`src/hdl/swr_pkg.sv`:
```
// Constants, register map and state types of the sleep/wake/reset block
package swr_pkg;
   // System clock rate
   localparam int unsigned CLK_HZ        = 50_000_000;
   // Reset delay figures in their own units
   localparam int unsigned DLY_LONG_MS   = 18;
   localparam int unsigned DLY_SHORT_US  = 10;
   // Reset delay in clock cycles
   localparam int unsigned DLY_LONG_CYC  = DLY_LONG_MS * (CLK_HZ / 1000);
   localparam int unsigned DLY_SHORT_CYC = DLY_SHORT_US * (CLK_HZ / 1000000);
   localparam int unsigned DLY_W         = 20;

   // Register byte offsets
   localparam logic [7:0] REG_CTRL    = 8'h00;
   localparam logic [7:0] REG_STATUS  = 8'h04;
   localparam logic [7:0] REG_EVT     = 8'h08;
   localparam logic [7:0] REG_EVT_CLR = 8'h0C;
   localparam logic [7:0] REG_EVT_EN  = 8'h10;

   // Control fields
   localparam int unsigned CTRL_WDT_EN  = 0;
   localparam int unsigned CTRL_WAKE_EN = 1;
   localparam int unsigned CTRL_EXT_EN  = 2;
   localparam int unsigned CTRL_XTAL    = 3;
   localparam logic [3:0]  CTRL_RST     = 4'h5;

   // Status fields
   localparam int unsigned ST_PIN_WAKE = 0;
   localparam int unsigned ST_PWRDN_N  = 3;
   localparam int unsigned ST_TO_N     = 4;
   localparam int unsigned ST_ASLEEP   = 8;

   // Event bits
   localparam int unsigned EVT_SLEEP = 0;
   localparam int unsigned EVT_WDT   = 1;
   localparam int unsigned EVT_EXT   = 2;
   localparam int unsigned EVT_PIN   = 3;

   // Pins 0, 1, 3 and 4 take part in wake-on-change
   localparam logic [4:0] WAKE_PIN_MASK = 5'h1B;

   typedef enum logic [1:0] {
      SWR_RUN,
      SWR_SLEEP,
      SWR_DELAY
   } swr_state_e;
endpackage : swr_pkg

```
`src/hdl/swr_sleep_wake.sv`:
```
// Sleep entry, wake-up, reset delay and reset-cause flags with Wishbone regs
// Contract
// - Watchdog wake from sleep leaves all three cause flags at 0.
// - Watchdog time-out while awake clears pin and timeout flags only.
// - External reset wake gives pin flag 0, timeout 1, powerdown 0.
// - Power-up sets powerdown and timeout flags, clears pin flag.
// - External reset while awake clears pin flag only.
// - Pin-change wake gives pin flag 1, timeout 1, powerdown 0.
// - Flags hold until a reset or sleep entry; reset pin pulse alone alters only the pin flag.
// - Power-down is entered only on the sleep opcode.
// - Sleep entry clears watchdog, sets timeout, clears powerdown, stops osc.
// - I/O pins hold their pre-sleep state during sleep.
// - Watchdog reset never drives the external reset pin low.
// - Wake on enabled reset pin, enabled watchdog, or enabled wake pin change.
// - Every wake-up is a full device reset.
// - Pin change compares against values at the last port operation.
// - Pins already differing at sleep entry wake at once.
// - Watchdog count cleared on every wake-up.
// - Watchdog wake starts the reset delay; core held in reset meanwhile.
// - Delay 18 ms after power-up; later 10 us, or 18 ms in crystal mode.
module swr_sleep_wake
   import swr_pkg::*;
#(
   // Reset delay lengths in clock cycles
   parameter int unsigned DLY_LONG  = swr_pkg::DLY_LONG_CYC,
   parameter int unsigned DLY_SHORT = swr_pkg::DLY_SHORT_CYC
) (
   // Clock and power-up reset
   input  wire logic        clk_sys,
   input  wire logic        rst,
   // Register bus
   input  wire logic        wb_cyc_i,
   input  wire logic        wb_stb_i,
   input  wire logic        wb_we_i,
   input  wire logic [7:0]  wb_adr_i,
   input  wire logic [3:0]  wb_sel_i,
   input  wire logic [31:0] wb_dat_i,
   output logic      [31:0] wb_dat_o,
   output logic             wb_ack_o,
   // Core, port and watchdog side
   input  wire logic        sleep_opcode,
   input  wire logic        port_op,
   input  wire logic [4:0]  wake_pins,
   input  wire logic        ext_reset_pin_n,
   input  wire logic        wdt_timeout,
   // Reset, clock and pin control
   output logic             core_rst,
   output logic             wdt_clr,
   output logic             wdt_run,
   output logic             osc_en,
   output logic             io_hold,
   output logic             asleep,
   // Reset-cause flags and interrupt
   output logic             pin_wake_flag,
   output logic             timeout_flag_n,
   output logic             powerdown_flag_n,
   output logic             irq
);
   import swr_pkg::*;

   // Whole block state, registered as one word
   typedef struct packed {
      swr_state_e        st;
      logic [DLY_W-1:0]  cnt;
      logic              dly_long;
      logic              pwf;
      logic              to_n;
      logic              pwrdn_n;
      logic [3:0]        ctrl;
      logic [3:0]        evt;
      logic [3:0]        evt_en;
      logic [4:0]        last_pins;
      logic              ack;
      logic [31:0]       dat;
      logic              core_rst;
      logic              wdt_clr;
      logic              wdt_run;
      logic              osc_en;
      logic              io_hold;
      logic              asleep;
      logic              irq;
   } swr_state_s;

   // Present and next copy of the whole block state
   swr_state_s s_q;
   swr_state_s s_d;

   // Delay end points; the counter stops at the last one
   localparam logic [DLY_W-1:0] LONG_LAST  = DLY_W'(DLY_LONG - 1);
   localparam logic [DLY_W-1:0] SHORT_LAST = DLY_W'(DLY_SHORT - 1);

   // Qualified wake and reset sources
   logic             ext_low;
   logic             wdt_hit;
   logic             pin_diff;
   logic             wake_any;
   logic [4:0]       pin_delta;

   // Register bus helpers
   logic             bus_req;
   logic             bus_wr;
   logic             bus_rd;

   // Event strobes for the sticky event register
   logic [3:0]       evt_set;
   logic [3:0]       evt_clr;

   // Reset delay end point for the current reset
   logic [DLY_W-1:0] dly_last;
   logic             dly_done;

   // Reset pin only counts when it is configured as a reset
   assign ext_low   = s_q.ctrl[CTRL_EXT_EN] & ~ext_reset_pin_n;

   // Watchdog only resets when it is enabled
   assign wdt_hit   = s_q.ctrl[CTRL_WDT_EN] & wdt_timeout;

   // Pin 2 is masked out; it has no wake-on-change
   assign pin_delta = (wake_pins ^ s_q.last_pins) & WAKE_PIN_MASK;
   assign pin_diff  = s_q.ctrl[CTRL_WAKE_EN] & (|pin_delta);

   // Any enabled event ends sleep
   assign wake_any  = ext_low | wdt_hit | pin_diff;

   // One access per ack; the ack cycle ignores a strobe still held
   assign bus_req   = wb_cyc_i & wb_stb_i & ~s_q.ack;
   assign bus_wr    = bus_req & wb_we_i & wb_sel_i[0];
   assign bus_rd    = bus_req & ~wb_we_i;

   // Crystal modes need the long delay so the oscillator settles
   assign dly_last  = s_q.dly_long ? LONG_LAST : SHORT_LAST;
   assign dly_done  = (s_q.cnt >= dly_last);

   // Next-state logic for the whole block
   always_comb begin
      s_d         = s_q;
      s_d.wdt_clr = 1'b0;
      s_d.ack     = 1'b0;
      evt_set     = 4'h0;
      evt_clr     = 4'h0;

      case (s_q.st)
         SWR_RUN: begin
            // Reset sources take priority over a sleep request
            if (ext_low) begin
               // Pin reset while awake; other flags keep their value
               s_d.pwf      = 1'b0;
               s_d.st       = SWR_DELAY;
               s_d.cnt      = '0;
               s_d.dly_long = s_q.ctrl[CTRL_XTAL];
               s_d.core_rst = 1'b1;
               evt_set[EVT_EXT] = 1'b1;
            end else if (wdt_hit) begin
               // Internal reset only; the pin has no driver here
               s_d.pwf      = 1'b0;
               s_d.to_n     = 1'b0;
               s_d.st       = SWR_DELAY;
               s_d.cnt      = '0;
               s_d.dly_long = s_q.ctrl[CTRL_XTAL];
               s_d.core_rst = 1'b1;
               // Restart the watchdog so it cannot fire again at once
               s_d.wdt_clr  = 1'b1;
               evt_set[EVT_WDT] = 1'b1;
            end else if (sleep_opcode) begin
               // Only the opcode brings the block into power-down
               s_d.st       = SWR_SLEEP;
               s_d.to_n     = 1'b1;
               s_d.pwrdn_n  = 1'b0;
               s_d.wdt_clr  = 1'b1;
               s_d.osc_en   = 1'b0;
               s_d.io_hold  = 1'b1;
               s_d.asleep   = 1'b1;
               evt_set[EVT_SLEEP] = 1'b1;
            end else if (port_op) begin
               // Snapshot at each port file or bit operation
               s_d.last_pins = wake_pins;
            end
         end

         SWR_SLEEP: begin
            // A stale mismatch wakes on the first sleeping cycle
            if (wake_any) begin
               // Wake is a full reset, never a resume
               s_d.st       = SWR_DELAY;
               s_d.cnt      = '0;
               s_d.dly_long = s_q.ctrl[CTRL_XTAL];
               s_d.core_rst = 1'b1;
               s_d.wdt_clr  = 1'b1;

               // Oscillator and pins return to normal use
               s_d.osc_en   = 1'b1;
               s_d.io_hold  = 1'b0;
               s_d.asleep   = 1'b0;

               // Cause flags; the reset pin outranks the other sources
               if (ext_low) begin
                  s_d.pwf     = 1'b0;
                  s_d.to_n    = 1'b1;
                  s_d.pwrdn_n = 1'b0;
                  evt_set[EVT_EXT] = 1'b1;
               end else if (wdt_hit) begin
                  s_d.pwf     = 1'b0;
                  s_d.to_n    = 1'b0;
                  s_d.pwrdn_n = 1'b0;
                  evt_set[EVT_WDT] = 1'b1;
               end else begin
                  s_d.pwf     = 1'b1;
                  s_d.to_n    = 1'b1;
                  s_d.pwrdn_n = 1'b0;
                  evt_set[EVT_PIN] = 1'b1;
               end
            end
         end

         SWR_DELAY: begin
            // Timer restarts while the reset pin stays low; flags untouched
            if (ext_low) begin
               s_d.cnt = '0;
            end else if (dly_done) begin
               // Delay over; the core may start fetching again
               s_d.st       = SWR_RUN;
               s_d.core_rst = 1'b0;
            end else begin
               s_d.cnt = s_q.cnt + DLY_W'(1);
            end
         end

         default: begin
            // Unknown state: take the safe path through a reset delay
            s_d.st = SWR_DELAY;
         end
      endcase

      // Register writes; all fields live in byte lane 0
      if (bus_req) begin
         s_d.ack = 1'b1;
      end
      if (bus_wr) begin
         case (wb_adr_i)
            REG_CTRL:    s_d.ctrl   = wb_dat_i[3:0];
            REG_EVT_CLR: evt_clr    = wb_dat_i[3:0];
            REG_EVT_EN:  s_d.evt_en = wb_dat_i[3:0];
            default:     s_d.ctrl   = s_d.ctrl;
         endcase
      end

      // Sticky events: a set in the clearing cycle survives
      s_d.evt = (s_q.evt & ~evt_clr) | evt_set;

      // Level interrupt, registered in the same cycle as the event or the write
      s_d.irq = |(s_d.evt & s_d.evt_en);

      // Watchdog run follows its enable, also through sleep
      s_d.wdt_run = s_d.ctrl[CTRL_WDT_EN];

      // Read data; unmapped and write-only offsets read as zero
      s_d.dat = 32'h0000_0000;
      if (bus_rd) begin
         case (wb_adr_i)
            REG_CTRL: begin
               s_d.dat[3:0] = s_q.ctrl;
            end
            REG_STATUS: begin
               s_d.dat[ST_PIN_WAKE] = s_q.pwf;
               s_d.dat[ST_PWRDN_N]  = s_q.pwrdn_n;
               s_d.dat[ST_TO_N]     = s_q.to_n;
               s_d.dat[ST_ASLEEP]   = s_q.asleep;
            end
            REG_EVT: begin
               s_d.dat[3:0] = s_q.evt;
            end
            REG_EVT_EN: begin
               s_d.dat[3:0] = s_q.evt_en;
            end
            default: begin
               s_d.dat = 32'h0000_0000;
            end
         endcase
      end
   end

   // State register; power-up values of the cause flags
   // Power-up always takes the long delay, whatever the oscillator
   always_ff @(posedge clk_sys or posedge rst) begin
      if (rst) begin
         s_q          <= '0;
         s_q.st       <= SWR_DELAY;
         s_q.dly_long <= 1'b1;
         s_q.pwf      <= 1'b0;
         s_q.to_n     <= 1'b1;
         s_q.pwrdn_n  <= 1'b1;
         s_q.ctrl     <= CTRL_RST;
         s_q.core_rst <= 1'b1;
         s_q.wdt_run  <= 1'b1;
         s_q.osc_en   <= 1'b1;
      end else begin
         s_q <= s_d;
      end
   end

   // Bus outputs straight from the state register
   assign wb_dat_o         = s_q.dat;
   assign wb_ack_o         = s_q.ack;

   // Core, watchdog and pin control outputs
   assign core_rst         = s_q.core_rst;
   assign wdt_clr          = s_q.wdt_clr;
   assign wdt_run          = s_q.wdt_run;
   assign osc_en           = s_q.osc_en;
   assign io_hold          = s_q.io_hold;
   assign asleep           = s_q.asleep;

   // Cause flags and interrupt
   assign pin_wake_flag    = s_q.pwf;
   assign timeout_flag_n   = s_q.to_n;
   assign powerdown_flag_n = s_q.pwrdn_n;
   assign irq              = s_q.irq;
endmodule : swr_sleep_wake

```
`config.mk`:
```
export PLATFORM = sky130hd
export DESIGN_NAME = swr_sleep_wake
export DESIGN_NICKNAME = d
export VERILOG_FILES = /design/src/hdl/swr_pkg.sv /design/src/hdl/swr_sleep_wake.sv
export SDC_FILE = /design/constraint.sdc
export NUM_CORES = 1
export LEC_CHECK = 0
export BUFFER_PORTS_ARGS = -buffer_cell sky130_fd_sc_hd__buf_2
export CAP_MARGIN = 25
export CORE_AREA = 4 4 87 110
export CTS_CLUSTER_SIZE = 10
export DETAILED_ROUTE_END_ITERATION = 12
export DIE_AREA = 0 0 91 114
export PLACE_DENSITY = 0.66
export SKIP_LAST_GASP = 1
export SLEW_MARGIN = 30
export SYNTH_ARGS = -nofsm -noshare
export SYNTH_HDL_FRONTEND = slang
export SYNTH_SLANG_ARGS = --single-unit
```
`constraint.sdc`:
```
create_clock -name clk_sys -period 2.5 [get_ports clk_sys]
set_clock_uncertainty 0.1 [all_clocks]
set_input_delay 0.75 -clock clk_sys [delete_from_list [all_inputs] [get_ports clk_sys]]
set_output_delay 0.75 -clock clk_sys [all_outputs]
set_load 0.01 [all_outputs]
```
==> impl_metrics.env <==
export IMPL_status="finished with violations"
export IMPL_violations="setup timing"
export IMPL_yosys_area_top_type="dfrtp_1"
export IMPL_post_drt_wl_per_cell_um=14.58
export IMPL_place_gp_congestion=0.8236
export IMPL_layout_nets=486
export IMPL_overflow=0
export IMPL_synthesis_area_um2=3352
export IMPL_ir_drop_v=0.0004799
export IMPL_synthCells=351
export IMPL_startpoint_type="register"
export IMPL_num_rows=38
export IMPL_clkLatencyLatePin_ns=0.32
export IMPL_die_h_um=114
export IMPL_crit_family="compound AO/OA/AOI/OAI gates"
export IMPL_hp_class="primary input to async pin"
export IMPL_power_density_nw_per_um2=554.5
export IMPL_p_leak_uw=0.001896
export IMPL_worst_path_most_repeated_cell="o31ai_2"
export IMPL_final_setup_viol_count=20
export IMPL_yosysMostFrequentCell="dfrtp_1"
export IMPL_cts_root_buf="clkbuf_8"
export IMPL_wl_um=7525
export IMPL_grt_pass1_vias=2771
export IMPL_syn_to_final_growth_pct=17.84
export IMPL_synth_edf_count=0
export IMPL_antenna_left=0
export IMPL_path_clk_slew_ns=0.09
export IMPL_grt_pass1_wl_um=12810
export IMPL_hold_buffers=0
export IMPL_n_antenna_cell=0
export IMPL_critPathBufInv=2
export IMPL_port_buffers=42
export IMPL_grt_max_degree=55
export IMPL_yosysWarnings=0
export IMPL_ys_seq_elements=54
export IMPL_cts_max_path_buffers=2
export IMPL_utilization_pct=46.16
export IMPL_yosysSeqAreaShare_pct=40.61
export IMPL_crit_path_end_kind="register"
export IMPL_io_pins=101
export IMPL_slowest_stage="dfstp_2"
export IMPL_die_w_um=91
export IMPL_start_util_pct=39.17
export IMPL_firstDrtPassIters=4
export IMPL_worstPathCellList="inv_4 -> ha_4 -> a2111oi_4 -> o31ai_2 -> a211oi_2 -> o31ai_2 -> buf_4 -> or4_1 -> o211ai_1"
export IMPL_cts_tree="built"
export IMPL_drive_gt1_share_pct=31.01
export IMPL_hold_ws_ns=0.3597
export IMPL_place_ws_ns=-0.2167
export IMPL_drtIter0Drc=93
export IMPL_cp_data_arrival_time_ns=2.76
export IMPL_worstSetupPathType="register to register"
export IMPL_final_min_clock_period_ns=2.629
export IMPL_die_area_um2=10370
export IMPL_async_reset_ff_share_pct=100.0
export IMPL_stdcell_count=516
export IMPL_setup_ws_ns=-0.1287
export IMPL_maxCapViolations=0
export IMPL_largest_reg_flops=39
export IMPL_synth_top_area_share_pct=34.34
export IMPL_cts_setup_buffers=0
export IMPL_r2r_setup_slack_ns=-0.13
export IMPL_rsz0062_at_grt="true"
export IMPL_vias=2740
export IMPL_numCtsBuffers=5
export IMPL_synth_top_cells_by_count="dfrtp_1 (46), nand2_1 (36), buf_4 (35)"
export IMPL_cp_depth=9
export IMPL_route_detailed_drc=0
export IMPL_synth_area_leaders="dfrtp_1 (34%), buf_4 (7.8%), dfstp_2 (6.3%)"
export IMPL_worstRegToRegCells=9
export IMPL_slew_violations=0
export IMPL_regMostFlops="s_q"
export IMPL_clock_sinks=54
export IMPL_fin_crit_sh_pct=105.1
export IMPL_antenna_found_initial=0
export IMPL_dp_cells=508
export IMPL_ys_flop_type="dfrtp_1"
export IMPL_core_um2=8558
export IMPL_fmax_ghz=0.3804
export IMPL_path_max_fanout=9
export IMPL_synth_avg_cell_area_um2=9.550
export IMPL_post_drt_via_cell_ratio=5.310
export IMPL_groute_usage_overall_pct=15.14
export IMPL_place_hpwl_um=5716
export IMPL_synth_distinct_cells=57
export IMPL_cp_required_ns=2.64
export IMPL_htreeDepth=2
export IMPL_cpPeakStageDelay_ns=0.57
export IMPL_hold_viol_final=0
export IMPL_fillers=834
[layout make-up]
cell class	instances	area, um2	share of cell area (%)
multi-input cells	266	1809	45.80
flip-flops and latches	54	1361	34.46
repair buffers	75	486.7	12.32
well taps	100	125.1	3.168
clock buffers	7	86.33	2.186
inverters	13	51.30	1.299
clock inverters	1	30.03	0.7602
[cells by family after synthesis]
group	share of synthesized area, %
DFF	40.61
xor gates and xnor gates	1.045
adders and majority gates	4.853
and+or+nand+nor	21.80
other	0.1119
buffers and inverters	10.27
AOI/OAI and AO/OA	16.05
muxes	5.263
[timing repair]
action,CTS,global route
endpoints found under the setup margin,21,22
pin swaps,1,3
gates cloned,0,0
gates resized for setup,2,9
[tightest hold or removal path, delay by kind of cell]
family                 cells  cell delay, ns
buffers and inverters      3            0.41
[power by group]
group | total (uW) | internal, uW | switching, uW | leakage, uW
logic | 520 | 222 | 297 | 0.00115
clock network | 608 | 327 | 281 | 0.0000585
registers | 1060 | 978 | 85.5 | 0.000690
total | 2190 | 1530 | 664 | 0.00190
[worst paths after layout]
| check | startpoint | endpoint |
|---|---|---|
| min reg2reg | core_rst$_DFFE_PP1P_ | core_rst$_DFFE_PP1P_ |
| min in group clk_sys | core_rst$_DFFE_PP1P_ | core_rst$_DFFE_PP1P_ |
| min | rst | s_q[80]$_DFFE_PP0P_ |
| max in group asynchronous | rst | s_q[60]$_DFFE_PP1P_ |
| max | s_q[60]$_DFFE_PP1P_ | s_q[77]$_DFFE_PP0P_ |
| max reg2reg | s_q[60]$_DFFE_PP1P_ | s_q[77]$_DFFE_PP0P_ |
[cells in the final DEF, fill, tap and decap left out, drive strengths merged, types with 11 or more instances in the layout]
master,n
nand2,36
ha,13
o211ai,11
inv,13
or4,12
nand3,17
conb,26
nor2,27
buf,75
mux2,15
dfrtp,46
a21oi,14
[metal layers]
layer	track usage, %	part of all wire [%]
met5	0	0
met4	6.740	2.2
met3	2.309	2.6
met2	28.34	54
met1	16.82	41
[per-stage QoR]
| stage | power [uW] | cell area (um2) | TNS, ns |
|---|---|---|---|
| after floorplan | 1431 | 3478 | -0.04929 |
| after CTS | 2213 | 3908 | -1.491 |
| final | 2190 | 3950 | -1.131 |
| after global routing | 2326 | 3950 | -4.429 |
| after detailed placement | 1593 | 3791 | -2.197 |
| after global placement | 1572 | 3791 | -2.038 |
Note: power is estimated with default switching activity, not from simulation.
